[src/verilog/pwg_pkg.sv]
// Package with constants, types and state layout of the peripheral guard.
package pwg_pkg;

    // ========================================================================
    // Register map
    // ========================================================================
    // Byte offsets of the software visible registers.
    localparam logic [7:0] OFS_CLR = 8'h00;
    localparam logic [7:0] OFS_SET = 8'h04;
    localparam logic [7:0] OFS_STAT = 8'h08;
    localparam logic [7:0] OFS_MASK = 8'h0C;
    // Reset value of the shared protection word.
    localparam logic [31:0] PROT_RESET = 32'h0080_0000;
    // Bit that always reads back as one.
    localparam logic [31:0] PROT_FIXED = 32'h0080_0000;
    // Assigned protection bits: analog 19..16, timers 15..8, serial 7..2,
    // event system 1.
    localparam logic [31:0] PROT_MASK = 32'h000F_FFFE;
    localparam int ANALOG_LO = 16;
    localparam int TIMER_LO = 8;
    localparam int SERIAL_LO = 2;
    localparam int EVENT_BIT = 1;

    // ========================================================================
    // Interrupt status layout
    // ========================================================================
    localparam int IRQ_W = 3;
    localparam int IRQ_BLOCKED = 0;
    localparam int IRQ_DBL_SET = 1;
    localparam int IRQ_DBL_CLR = 2;
    localparam logic [IRQ_W-1:0] IRQ_RESET = 3'h0;

    // ========================================================================
    // Bus encodings
    // ========================================================================
    localparam logic [1:0] HTRANS_NONSEQ = 2'h2;
    localparam logic [1:0] HTRANS_SEQ = 2'h3;
    localparam logic HRESP_OKAY = 1'h0;
    localparam int PIDX_W = 5;

    // Register selected by a bus address, one-hot.
    typedef enum logic [4:0] {
        REG_NONE = 5'h01,
        REG_CLR = 5'h02,
        REG_SET = 5'h04,
        REG_STAT = 5'h08,
        REG_MASK = 5'h10
    } pwg_reg_e;

    // Write request from the peripheral bus toward one peripheral.
    typedef struct packed {
        logic valid;
        logic [PIDX_W-1:0] index;
    } pwg_pw_req_s;

    // Registered answer to a peripheral write request.
    typedef struct packed {
        logic done;
        logic error;
    } pwg_pw_rsp_s;

    // Complete state of the guard.
    typedef struct packed {
        logic [31:0] prot;
        logic wr_pend;
        pwg_reg_e wr_reg;
        logic [31:0] rdata;
        logic [IRQ_W-1:0] irq_stat;
        logic [IRQ_W-1:0] irq_mask;
        pwg_pw_rsp_s rsp;
    } pwg_state_s;

endpackage
[src/verilog/pwg_guard.sv]
// Peripheral write guard with its register slave on AHB-Lite.
// Functional notes
// - Zero written to clear view changes nothing.
// - One written to clear view unprotects peripheral.
// - Each bit guards exactly one documented peripheral; only bits 19..1 are assigned, bit 23 stays one.
// - Clear view at 0x00, resets 0x00800000.
// - Set view sets flag; views read alike.
// - Write to protected peripheral discarded, errors.
// - Double protect or unprotect raises error.
//
// Local design decision: the AHB-Lite interface to the registers.
`timescale 1ns/1ps
`default_nettype none

module pwg_guard #(
    parameter int HADDR_W = 32
) (
    // Clock and reset.
    input wire logic i_sys_clk,
    input wire logic i_arst_n,
    // AHB-Lite slave port.
    input wire logic i_hsel,
    input wire logic [HADDR_W-1:0] i_haddr,
    input wire logic [1:0] i_htrans,
    input wire logic i_hwrite,
    input wire logic [2:0] i_hsize,
    input wire logic [31:0] i_hwdata,
    input wire logic i_hready,
    output logic o_hreadyout,
    output logic o_hresp,
    output logic [31:0] o_hrdata,
    // Peripheral write requests and answers.
    input wire pwg_pkg::pwg_pw_req_s i_pw,
    output logic o_pw_write_en,
    output var pwg_pkg::pwg_pw_rsp_s o_pw_rsp,
    // Protection flags and interrupt.
    output logic [31:0] o_protect,
    output logic o_irq
);

    // ========================================================================
    // Parameter check
    // ========================================================================
    // The decode needs the low eight address bits and at least one bit
    // above them, which must be zero for a hit.
    generate
        if (HADDR_W < 9) begin : g_bad_addr
            $error("HADDR_W must be at least 9");
        end
    endgenerate

    // ========================================================================
    // Decode
    // ========================================================================
    // Maps a byte address to the register it selects.
    function automatic pwg_pkg::pwg_reg_e reg_decode(
        input logic [HADDR_W-1:0] addr
    );
        pwg_pkg::pwg_reg_e sel;
        sel = pwg_pkg::REG_NONE;
        if (addr[HADDR_W-1:8] == '0) begin
            case (addr[7:0])
                pwg_pkg::OFS_CLR: sel = pwg_pkg::REG_CLR;
                pwg_pkg::OFS_SET: sel = pwg_pkg::REG_SET;
                pwg_pkg::OFS_STAT: sel = pwg_pkg::REG_STAT;
                pwg_pkg::OFS_MASK: sel = pwg_pkg::REG_MASK;
                default: sel = pwg_pkg::REG_NONE;
            endcase
        end
        return sel;
    endfunction

    pwg_pkg::pwg_state_s state; // Registered state.
    pwg_pkg::pwg_state_s next_state; // Next value of the state.
    logic addr_phase; // A transfer is taken this cycle.
    logic [31:0] wbits; // Write data limited to assigned bits.
    logic [pwg_pkg::IRQ_W-1:0] irq_event; // Events seen this cycle.
    logic pw_blocked; // Current request hits a protected peripheral.

    // Transfers are taken on a selected, ready, active address phase.
    assign addr_phase = i_hsel && i_hready &&
        (i_htrans == pwg_pkg::HTRANS_NONSEQ ||
         i_htrans == pwg_pkg::HTRANS_SEQ);
    // Writes to unassigned positions are dropped here.
    assign wbits = i_hwdata & pwg_pkg::PROT_MASK;
    // A request is blocked when the flag of its peripheral is set.
    assign pw_blocked = i_pw.valid && state.prot[i_pw.index];

    // ========================================================================
    // Next state
    // ========================================================================
    // Computes bus writes, read data, guard answers and interrupt events.
    always_comb begin
        next_state = state;
        irq_event = '0;
        // Data phase of a write: apply the held register select.
        if (state.wr_pend) begin
            case (state.wr_reg)
                pwg_pkg::REG_CLR: begin
                    // Ones clear the flag, zeros leave it.
                    next_state.prot = state.prot & ~wbits;
                    // Unprotecting a free peripheral is an error.
                    irq_event[pwg_pkg::IRQ_DBL_CLR] =
                        |(wbits & ~state.prot);
                end
                pwg_pkg::REG_SET: begin
                    // Ones set the flag of their peripheral, zeros leave it.
                    next_state.prot = state.prot | wbits;
                    // Protecting a protected peripheral is an error.
                    irq_event[pwg_pkg::IRQ_DBL_SET] = |(wbits & state.prot);
                end
                pwg_pkg::REG_MASK: begin
                    // Mask bits enable interrupt sources.
                    next_state.irq_mask = i_hwdata[pwg_pkg::IRQ_W-1:0];
                end
                default: begin
                    // Status is handled below; unmapped writes are dropped.
                end
            endcase
        end
        // Address phase: latch write select or load the read data.
        next_state.wr_pend = addr_phase && i_hwrite;
        next_state.wr_reg = reg_decode(i_haddr);
        if (addr_phase && !i_hwrite) begin
            case (reg_decode(i_haddr))
                // Both views return the same word.
                pwg_pkg::REG_CLR,
                pwg_pkg::REG_SET: next_state.rdata = state.prot;
                pwg_pkg::REG_STAT: next_state.rdata =
                    {{(32 - pwg_pkg::IRQ_W){1'b0}}, state.irq_stat};
                pwg_pkg::REG_MASK: next_state.rdata =
                    {{(32 - pwg_pkg::IRQ_W){1'b0}}, state.irq_mask};
                default: next_state.rdata = '0;
            endcase
        end
        // Guard answer: blocked writes are refused with an error.
        next_state.rsp.done = i_pw.valid;
        next_state.rsp.error = pw_blocked;
        irq_event[pwg_pkg::IRQ_BLOCKED] = pw_blocked;
        // Sticky status: a new event wins over a same-cycle clear.
        if (state.wr_pend && state.wr_reg == pwg_pkg::REG_STAT) begin
            next_state.irq_stat = state.irq_stat &
                ~i_hwdata[pwg_pkg::IRQ_W-1:0];
        end
        next_state.irq_stat = next_state.irq_stat | irq_event;
        // The fixed bit stays one whatever is written.
        next_state.prot = (next_state.prot & pwg_pkg::PROT_MASK) |
            pwg_pkg::PROT_FIXED;
    end

    // ========================================================================
    // State register
    // ========================================================================
    // Registers the state; reset loads the documented flag word.
    always_ff @(posedge i_sys_clk or negedge i_arst_n) begin
        if (!i_arst_n) begin
            state.prot <= pwg_pkg::PROT_RESET;
            state.wr_pend <= 1'b0;
            state.wr_reg <= pwg_pkg::REG_NONE;
            state.rdata <= '0;
            state.irq_stat <= pwg_pkg::IRQ_RESET;
            state.irq_mask <= pwg_pkg::IRQ_RESET;
            state.rsp <= '0;
        end else begin
            state <= next_state;
        end
    end

    // ========================================================================
    // Outputs
    // ========================================================================
    // The slave never inserts wait states and always answers OKAY.
    assign o_hreadyout = 1'b1;
    assign o_hresp = pwg_pkg::HRESP_OKAY;
    assign o_hrdata = state.rdata;
    // The write strobe reaches the peripheral only when unprotected.
    assign o_pw_write_en = i_pw.valid && !state.prot[i_pw.index];
    assign o_pw_rsp = state.rsp;
    assign o_protect = state.prot;
    // Level interrupt from any unmasked status bit.
    assign o_irq = |(state.irq_stat & state.irq_mask);

    logic seen_edge; // Low until the first edge after reset.
    logic wr_clr; // Data phase of a clear view write.
    logic wr_set; // Data phase of a set view write.
    always_ff @(posedge i_sys_clk or negedge i_arst_n) begin
        if (!i_arst_n) begin
            seen_edge <= 1'b0;
        end else begin
            seen_edge <= 1'b1;
        end
    end
    assign wr_clr = state.wr_pend && state.wr_reg == pwg_pkg::REG_CLR;
    assign wr_set = state.wr_pend && state.wr_reg == pwg_pkg::REG_SET;
endmodule

`default_nettype wire

[config.mk]
export PLATFORM = sky130hd
export DESIGN_NAME = pwg_guard
export DESIGN_NICKNAME = d
export VERILOG_FILES = /design/src/verilog/pwg_pkg.sv /design/src/verilog/pwg_guard.sv
export SDC_FILE = /design/constraint.sdc
export NUM_CORES = 1
export LEC_CHECK = 0
export ABC_AREA = 1
export ABC_CLOCK_PERIOD_IN_PS = 1750
export CAP_MARGIN = 20
export CORE_ASPECT_RATIO = 1.2
export CORE_MARGIN = 8
export CORE_UTILIZATION = 30
export CTS_CLUSTER_SIZE = 16
export DETAILED_ROUTE_END_ITERATION = 6
export DONT_BUFFER_PORTS = 1
export PLACE_DENSITY = 0.52
export SLEW_MARGIN = 25
export SYNTH_ARGS = -nofsm -noshare
export SYNTH_HDL_FRONTEND = slang
export SYNTH_SLANG_ARGS = --single-unit
[constraint.sdc]
create_clock -name i_sys_clk -period 1.75 [get_ports i_sys_clk]
set_clock_uncertainty 0.15 [all_clocks]
set_input_delay 0.0875 -clock i_sys_clk [delete_from_list [all_inputs] [get_ports i_sys_clk]]
set_output_delay 0.0875 -clock i_sys_clk [all_outputs]
set_load 0.05 [all_outputs]
---- Word level (Yosys, flattened, before mapping) ----
Index checks and enable logic that the tools add are counted.
word-level totals
  bits in registers ....................... 65
  output and inout port bits .............. 70
operators by class
  reductions and logical operators ........ 19
  equality and inequality tests ........... 13
  bitwise operators ....................... 10
  order comparisons ....................... 1
  muxes and demuxes ....................... 11
operators by type and width
  kind                                                                  count
  24-bit one-hot mux with 3 select lines                                1
  32-bit OR reduction                                                   2
  20-bit one-hot mux with 2 select lines                                1
  20-bit by 32-bit bitwise AND with 32-bit output                       1
  24-bit NOT with 32-bit output                                         1
  20-bit by 24-bit bitwise AND with 24-bit output                       1
  24-bit logical NOT                                                    1
  20-bit bitwise AND                                                    1
  20-bit NOT                                                            1
  20-bit OR                                                             1
  5-bit one-hot mux with 4 select lines                                 1
  8-bit by 4-bit == test with 1-bit output, second input constant       2
  5-bit by 2-bit == test with 1-bit output, second input constant       2
  5-bit by 3-bit == test with 1-bit output, second input constant       2
  5-bit by 4-bit == test with 1-bit output, second input constant       2
  5-bit == test, second input constant                                  2
  5-bit two-way mux                                                     2
  8-bit by 3-bit == test with 1-bit output, second input constant       1
  8-bit logical NOT                                                     1
  1-bit logical AND                                                     7
  3-bit bitwise AND                                                     2
  5-bit by 6-bit < comparator with 1-bit output, second input constant  1
  1-bit binary-select mux with 5-bit select                             1
  2-bit == test, second input constant                                  2
  11 further kinds                                                      15

---- Depth between registers and ports, before layout ----
  depth after elaboration ................. 8
  depth in mapped cells ................... 11

---- Least setup slack after synthesis ----
OpenSTA, ideal clock, no wires.
  path kind ............................... flip-flop to output port
  start ................................... reg with a tool-made name
  end ..................................... out o_pw_write_en
  stages on the path, launching flop included .. 10
  path slack .............................. -461 ps
  required time ........................... 1512 ps
  data arrival time ....................... 1974 ps
  path through ............................ dfrtp_1 -> inv_1 -> nand2_1 -> nand3_1 -> nand3_1 -> nand2_1 -> nand2_1 -> nand2_1 -> nand2_1 -> a21boi_0
RTL lines
  element        line             RTL
  end, declared  pwg_guard.sv:34  output logic o_pw_write_en,

==> results_dict.tcl <==
set metrics [dict create \
    power_report.internal_total_mw 2.07 \
    worstPathArrival_ns 1.57 \
    flip_flop_and_latch_count_after_synthesis 54 \
    leakage_nw 1.92 \
    netlist_area_mm2 0.00335 \
    power.net_switching_mw 0.891 \
    period_minus_slack_ns 1.80 \
    detail-route-antenna-nets 0 \
    core_area_mm2 0.0110 \
    wl_per_cell_um 16.3 \
    outcome "finished with violations" \
    rr_worst_depth 6 \
    dr.first_iter.drc_count 104 \
    grtUsageTotal_pct 13.3 \
    clock_tree.htree_level_count 2 \
    synth_top_family_by_area "simple AND/OR/NAND/NOR gates" \
    hold_path_class "input pin to register" \
    switching_share_pct 30.1 \
    xor_xnor_cell_area_share_of_the_yosys_netlist_pct 0 \
    layout-area-overhead-vs-synth_pct 13.9 \
    post-dp-hpwl_um 7450 \
    area_of_the_multi_input_gates_mm2 0.00137 \
    clock_power_share_pct 37.3 \
    power_frac_seq_pct 44.1 \
    diodes 0 \
    io_pins 150 \
    viasPerCell 4.62 \
    clk_latency_ns 0.30 \
    path_delay_family "flip-flops" \
    first_pass_iteration_count_of_the_detailed_router 4 \
    total_of_endpoints_with_negative_setup_slack_in_the_final_report 1 \
    tritoncts "yes" \
    antenna_found_initial 0 \
    adder_cell_fraction_of_synth_area_pct 0 \
    worst-slew-pin-transition_ns 0.658 \
    cts.path.max_buffers 2 \
    nFillCells 1169 \
    fin_total_pwr_mw 2.96 \
    die_w_um 112 \
    area_fraction_in_compound_gates_after_synthesis_pct 13.3 \
    drt_wl_total_um 9730 \
    floorplan.initialDensity_pct 30.5 \
    timing.critical_path.cells "inv_2 > nand2_1 > nand3_1 > nand3_1 > nand2_1 > nand3_2 > a21boi_2 > buf_12" \
    finalMaxSlewViolations 0 \
    hold_end "o_pw_rsp[1]$_DFF_PN0_" \
    powerDensity_mw_per_mm2 778 \
    ir_worst_vdd_v 0.000400 \
    first_global_vias 2950 \
    rr_startpoint "state[42]$_DFF_PN0_" \
    post_cts_hold_buffer_count 27 \
    hold-path-cell-count 0 \
    placement.io_buffers 0 \
    timing.critical_path.slowest_cell_delay_ns 0.42 \
    grt_overflow_total 0 \
    global_route.peak_usage_layer "met2" \
    cts-buffers-inserted 5 \
    startpoint_type "register" \
    critPathKind "register to primary output" \
    max_freq_ghz 0.554 \
    worst-endpoint-required_ns 1.51 \
    netlist-cell-type-count 27 \
    grt_start_max_net_pins 55 \
    place_inst 557 \
    post_synth_inst_count 450 \
    finalHoldWorstSlack_ns -0.329 \
    area.sequential_mm2 0.00135 \
    layout_commonest_cell "sky130_fd_sc_hd__nand2_1" \
    grt_util_met3_pct 4.72 \
    grt.met1_usage_pct 15.1 \
    place.gp.congestion 0.841 \
    grt_first_pass_wirelength_um 15600 \
    dp_slack_ns 0.101 \
    post_layout_nonfiller_instances 598 \
    die_y_um 132 \
    cap_violations 0 \
    num_vias 2764 \
    post_route_setup_slack_ns -0.0534 \
    grt_setup_unrepaired "yes" \
    post-route-drc-count 0 \
    yosys-mux-area-fraction_pct 0 \
    fp-row-count 42 \
    final_core_util_pct 34.7 \
    dieArea_mm2 0.0148 \
    critical_path_peak_fanout 4 \
    clock_tree.root_cell "sky130_fd_sc_hd__clkbuf_16" \
    synth_simple_gate_area_share_pct 23.5 \
    critical_path_buf_inv_count 2 \
    ys_seq_area_share_pct 40.4 \
    finalHoldViolations 3 \
    worst_hold_path_startpoint "i_pw[5]" \
    failed_checks "hold timing, setup timing" \
    worst-r2r-setup-slack_ns 0.15 \
    final_layout_size_suffix_gt1_share_pct 16.5 \
    syn_avg_cell_area_um2 7.44 \
    worst_path_max_delay_cell "sky130_fd_sc_hd__dfrtp_1" \
    clk_transition_reported_paths_ns 0.07 \
    max_slew_margin_pct 56.1 \
    fin_nets 545 \
    grt_util_met2_pct 22.3 \
    layout.cells.most_common_list "92 x sky130_fd_sc_hd__nand2_1, 52 x sky130_fd_sc_hd__dfrtp_1, 49 x sky130_fd_sc_hd__o21ai_0" \
    cts.sink_count 54 \
    power.share.combinational_pct 18.6 \
    fin_crit_sh_pct 103 \
    cp-end-kind "primary output" \
    synthesis_warning_total 0 \
]
[synth_stat cells]
| cell type | instances | share of area [%] |
|---|---|---|
| sky130_fd_sc_hd__o22ai_1 | 8 | 1.5 |
| sky130_fd_sc_hd__nand2_4 | 1 | 0.34 |
| sky130_fd_sc_hd__nor2_4 | 1 | 0.34 |
| sky130_fd_sc_hd__nor2_8 | 1 | 0.60 |
| sky130_fd_sc_hd__nor2_1 | 42 | 4.7 |
| sky130_fd_sc_hd__buf_2 | 1 | 0.15 |
| sky130_fd_sc_hd__nand4_1 | 5 | 0.93 |
| sky130_fd_sc_hd__o21ai_1 | 4 | 0.60 |
| sky130_fd_sc_hd__buf_6 | 1 | 0.34 |
| sky130_fd_sc_hd__dfstp_2 | 1 | 0.78 |
| sky130_fd_sc_hd__dfrtp_1 | 53 | 40 |
| sky130_fd_sc_hd__nor2_2 | 2 | 0.37 |
| sky130_fd_sc_hd__nand2_1 | 95 | 11 |
| sky130_fd_sc_hd__nor4_1 | 1 | 0.19 |
| sky130_fd_sc_hd__clkbuf_1 | 6 | 0.67 |
| sky130_fd_sc_hd__nor3_1 | 2 | 0.30 |
| sky130_fd_sc_hd__inv_1 | 54 | 6.1 |
| sky130_fd_sc_hd__buf_4 | 68 | 15 |
| sky130_fd_sc_hd__inv_2 | 1 | 0.11 |
| sky130_fd_sc_hd__a211oi_1 | 1 | 0.22 |
| sky130_fd_sc_hd__nand3_1 | 33 | 4.9 |
| sky130_fd_sc_hd__o21ai_0 | 55 | 8.2 |
| sky130_fd_sc_hd__o21ai_2 | 9 | 2.4 |
| sky130_fd_sc_hd__or2_1 | 1 | 0.19 |
| sky130_fd_sc_hd__conb_1 | 2 | 0.22 |
| sky130_fd_sc_hd__a21boi_0 | 1 | 0.22 |
| sky130_fd_sc_hd__a21oi_1 | 1 | 0.15 |
[worst reg2reg max path: cells and delay by family (launching register included)]
| kind | cells | cell delay, ns |
|---|---|---|
| buffers and inverters | 1 | 0.18 |
| flip-flops | 1 | 0.39 |
| AO/OA/AOI/OAI | 2 | 0.28 |
| AND/OR/NAND/NOR | 3 | 0.48 |
[layout make-up]
type | count | share of cell area [%]
Timing Repair Buffer | 60 | 14.5
Multi-Input combinational cell | 289 | 35.9
Inverter | 55 | 5.42
Clock buffer | 8 | 4.36
Tap cell | 132 | 4.33
Sequential cell | 54 | 35.5
[per-stage QoR]
stage / cell area, µm² / TNS, ns / hold WS [ns]
floorplan: 3440 / 0 / -0.358
global placement: 3270 / 0 / -0.356
detailed placement: 3270 / 0 / -0.357
CTS: 3740 / -0.0941 / -0.339
global route: 3810 / -0.143 / -0.344
finish: 3810 / -0.0534 / -0.329
[repair_timing]
item,CTS,global route
gates resized for setup,8,17
hold endpoints to repair,105,3
setup buffers,2,4
setup endpoints to repair,1,20
pin swaps,3,6
[layer usage]
layer	share of wire, %	vias up
met5	0	-
met4	2.4	0
met3	7.3	14
met2	49	80
met1	41	1302
li1	-	1368
[worst max path at each step]
| stage | end | slack, ns | depth (start not counted) |
|---|---|---|---|
| after detailed placement | register | 0.10 | 6 |
| after CTS | o_pw_write_en | -0.09 | 10 |
| after global routing | o_pw_write_en | -0.14 | 10 |
| after floorplan | o_pw_write_en | 0.16 | 9 |
| final | o_pw_write_en | -0.05 | 8 |
| after global placement | o_pw_write_en | 0.17 | 10 |
[cell families (layout without fill, tap and decap cells)]
group | count (synthesis) | count (layout)
simple gates | 184 | 184
buf+inv | 131 | 123
compound gates | 79 | 79
flops | 54 | 54
other cells | 2 | 26
[power groups by stage]
stage,clock [mW],combinational [mW],sequential (mW)
2_1_floorplan,0,0.443,1.32
3_3_place_gp,0,0.447,1.33
3_5_place_dp,0,0.450,1.33
4_1_cts,1.13,0.543,1.31
5_1_grt,1.18,0.601,1.31
6_report,1.10,0.553,1.31
No activity file was read; power rests on OpenSTA's default activity.
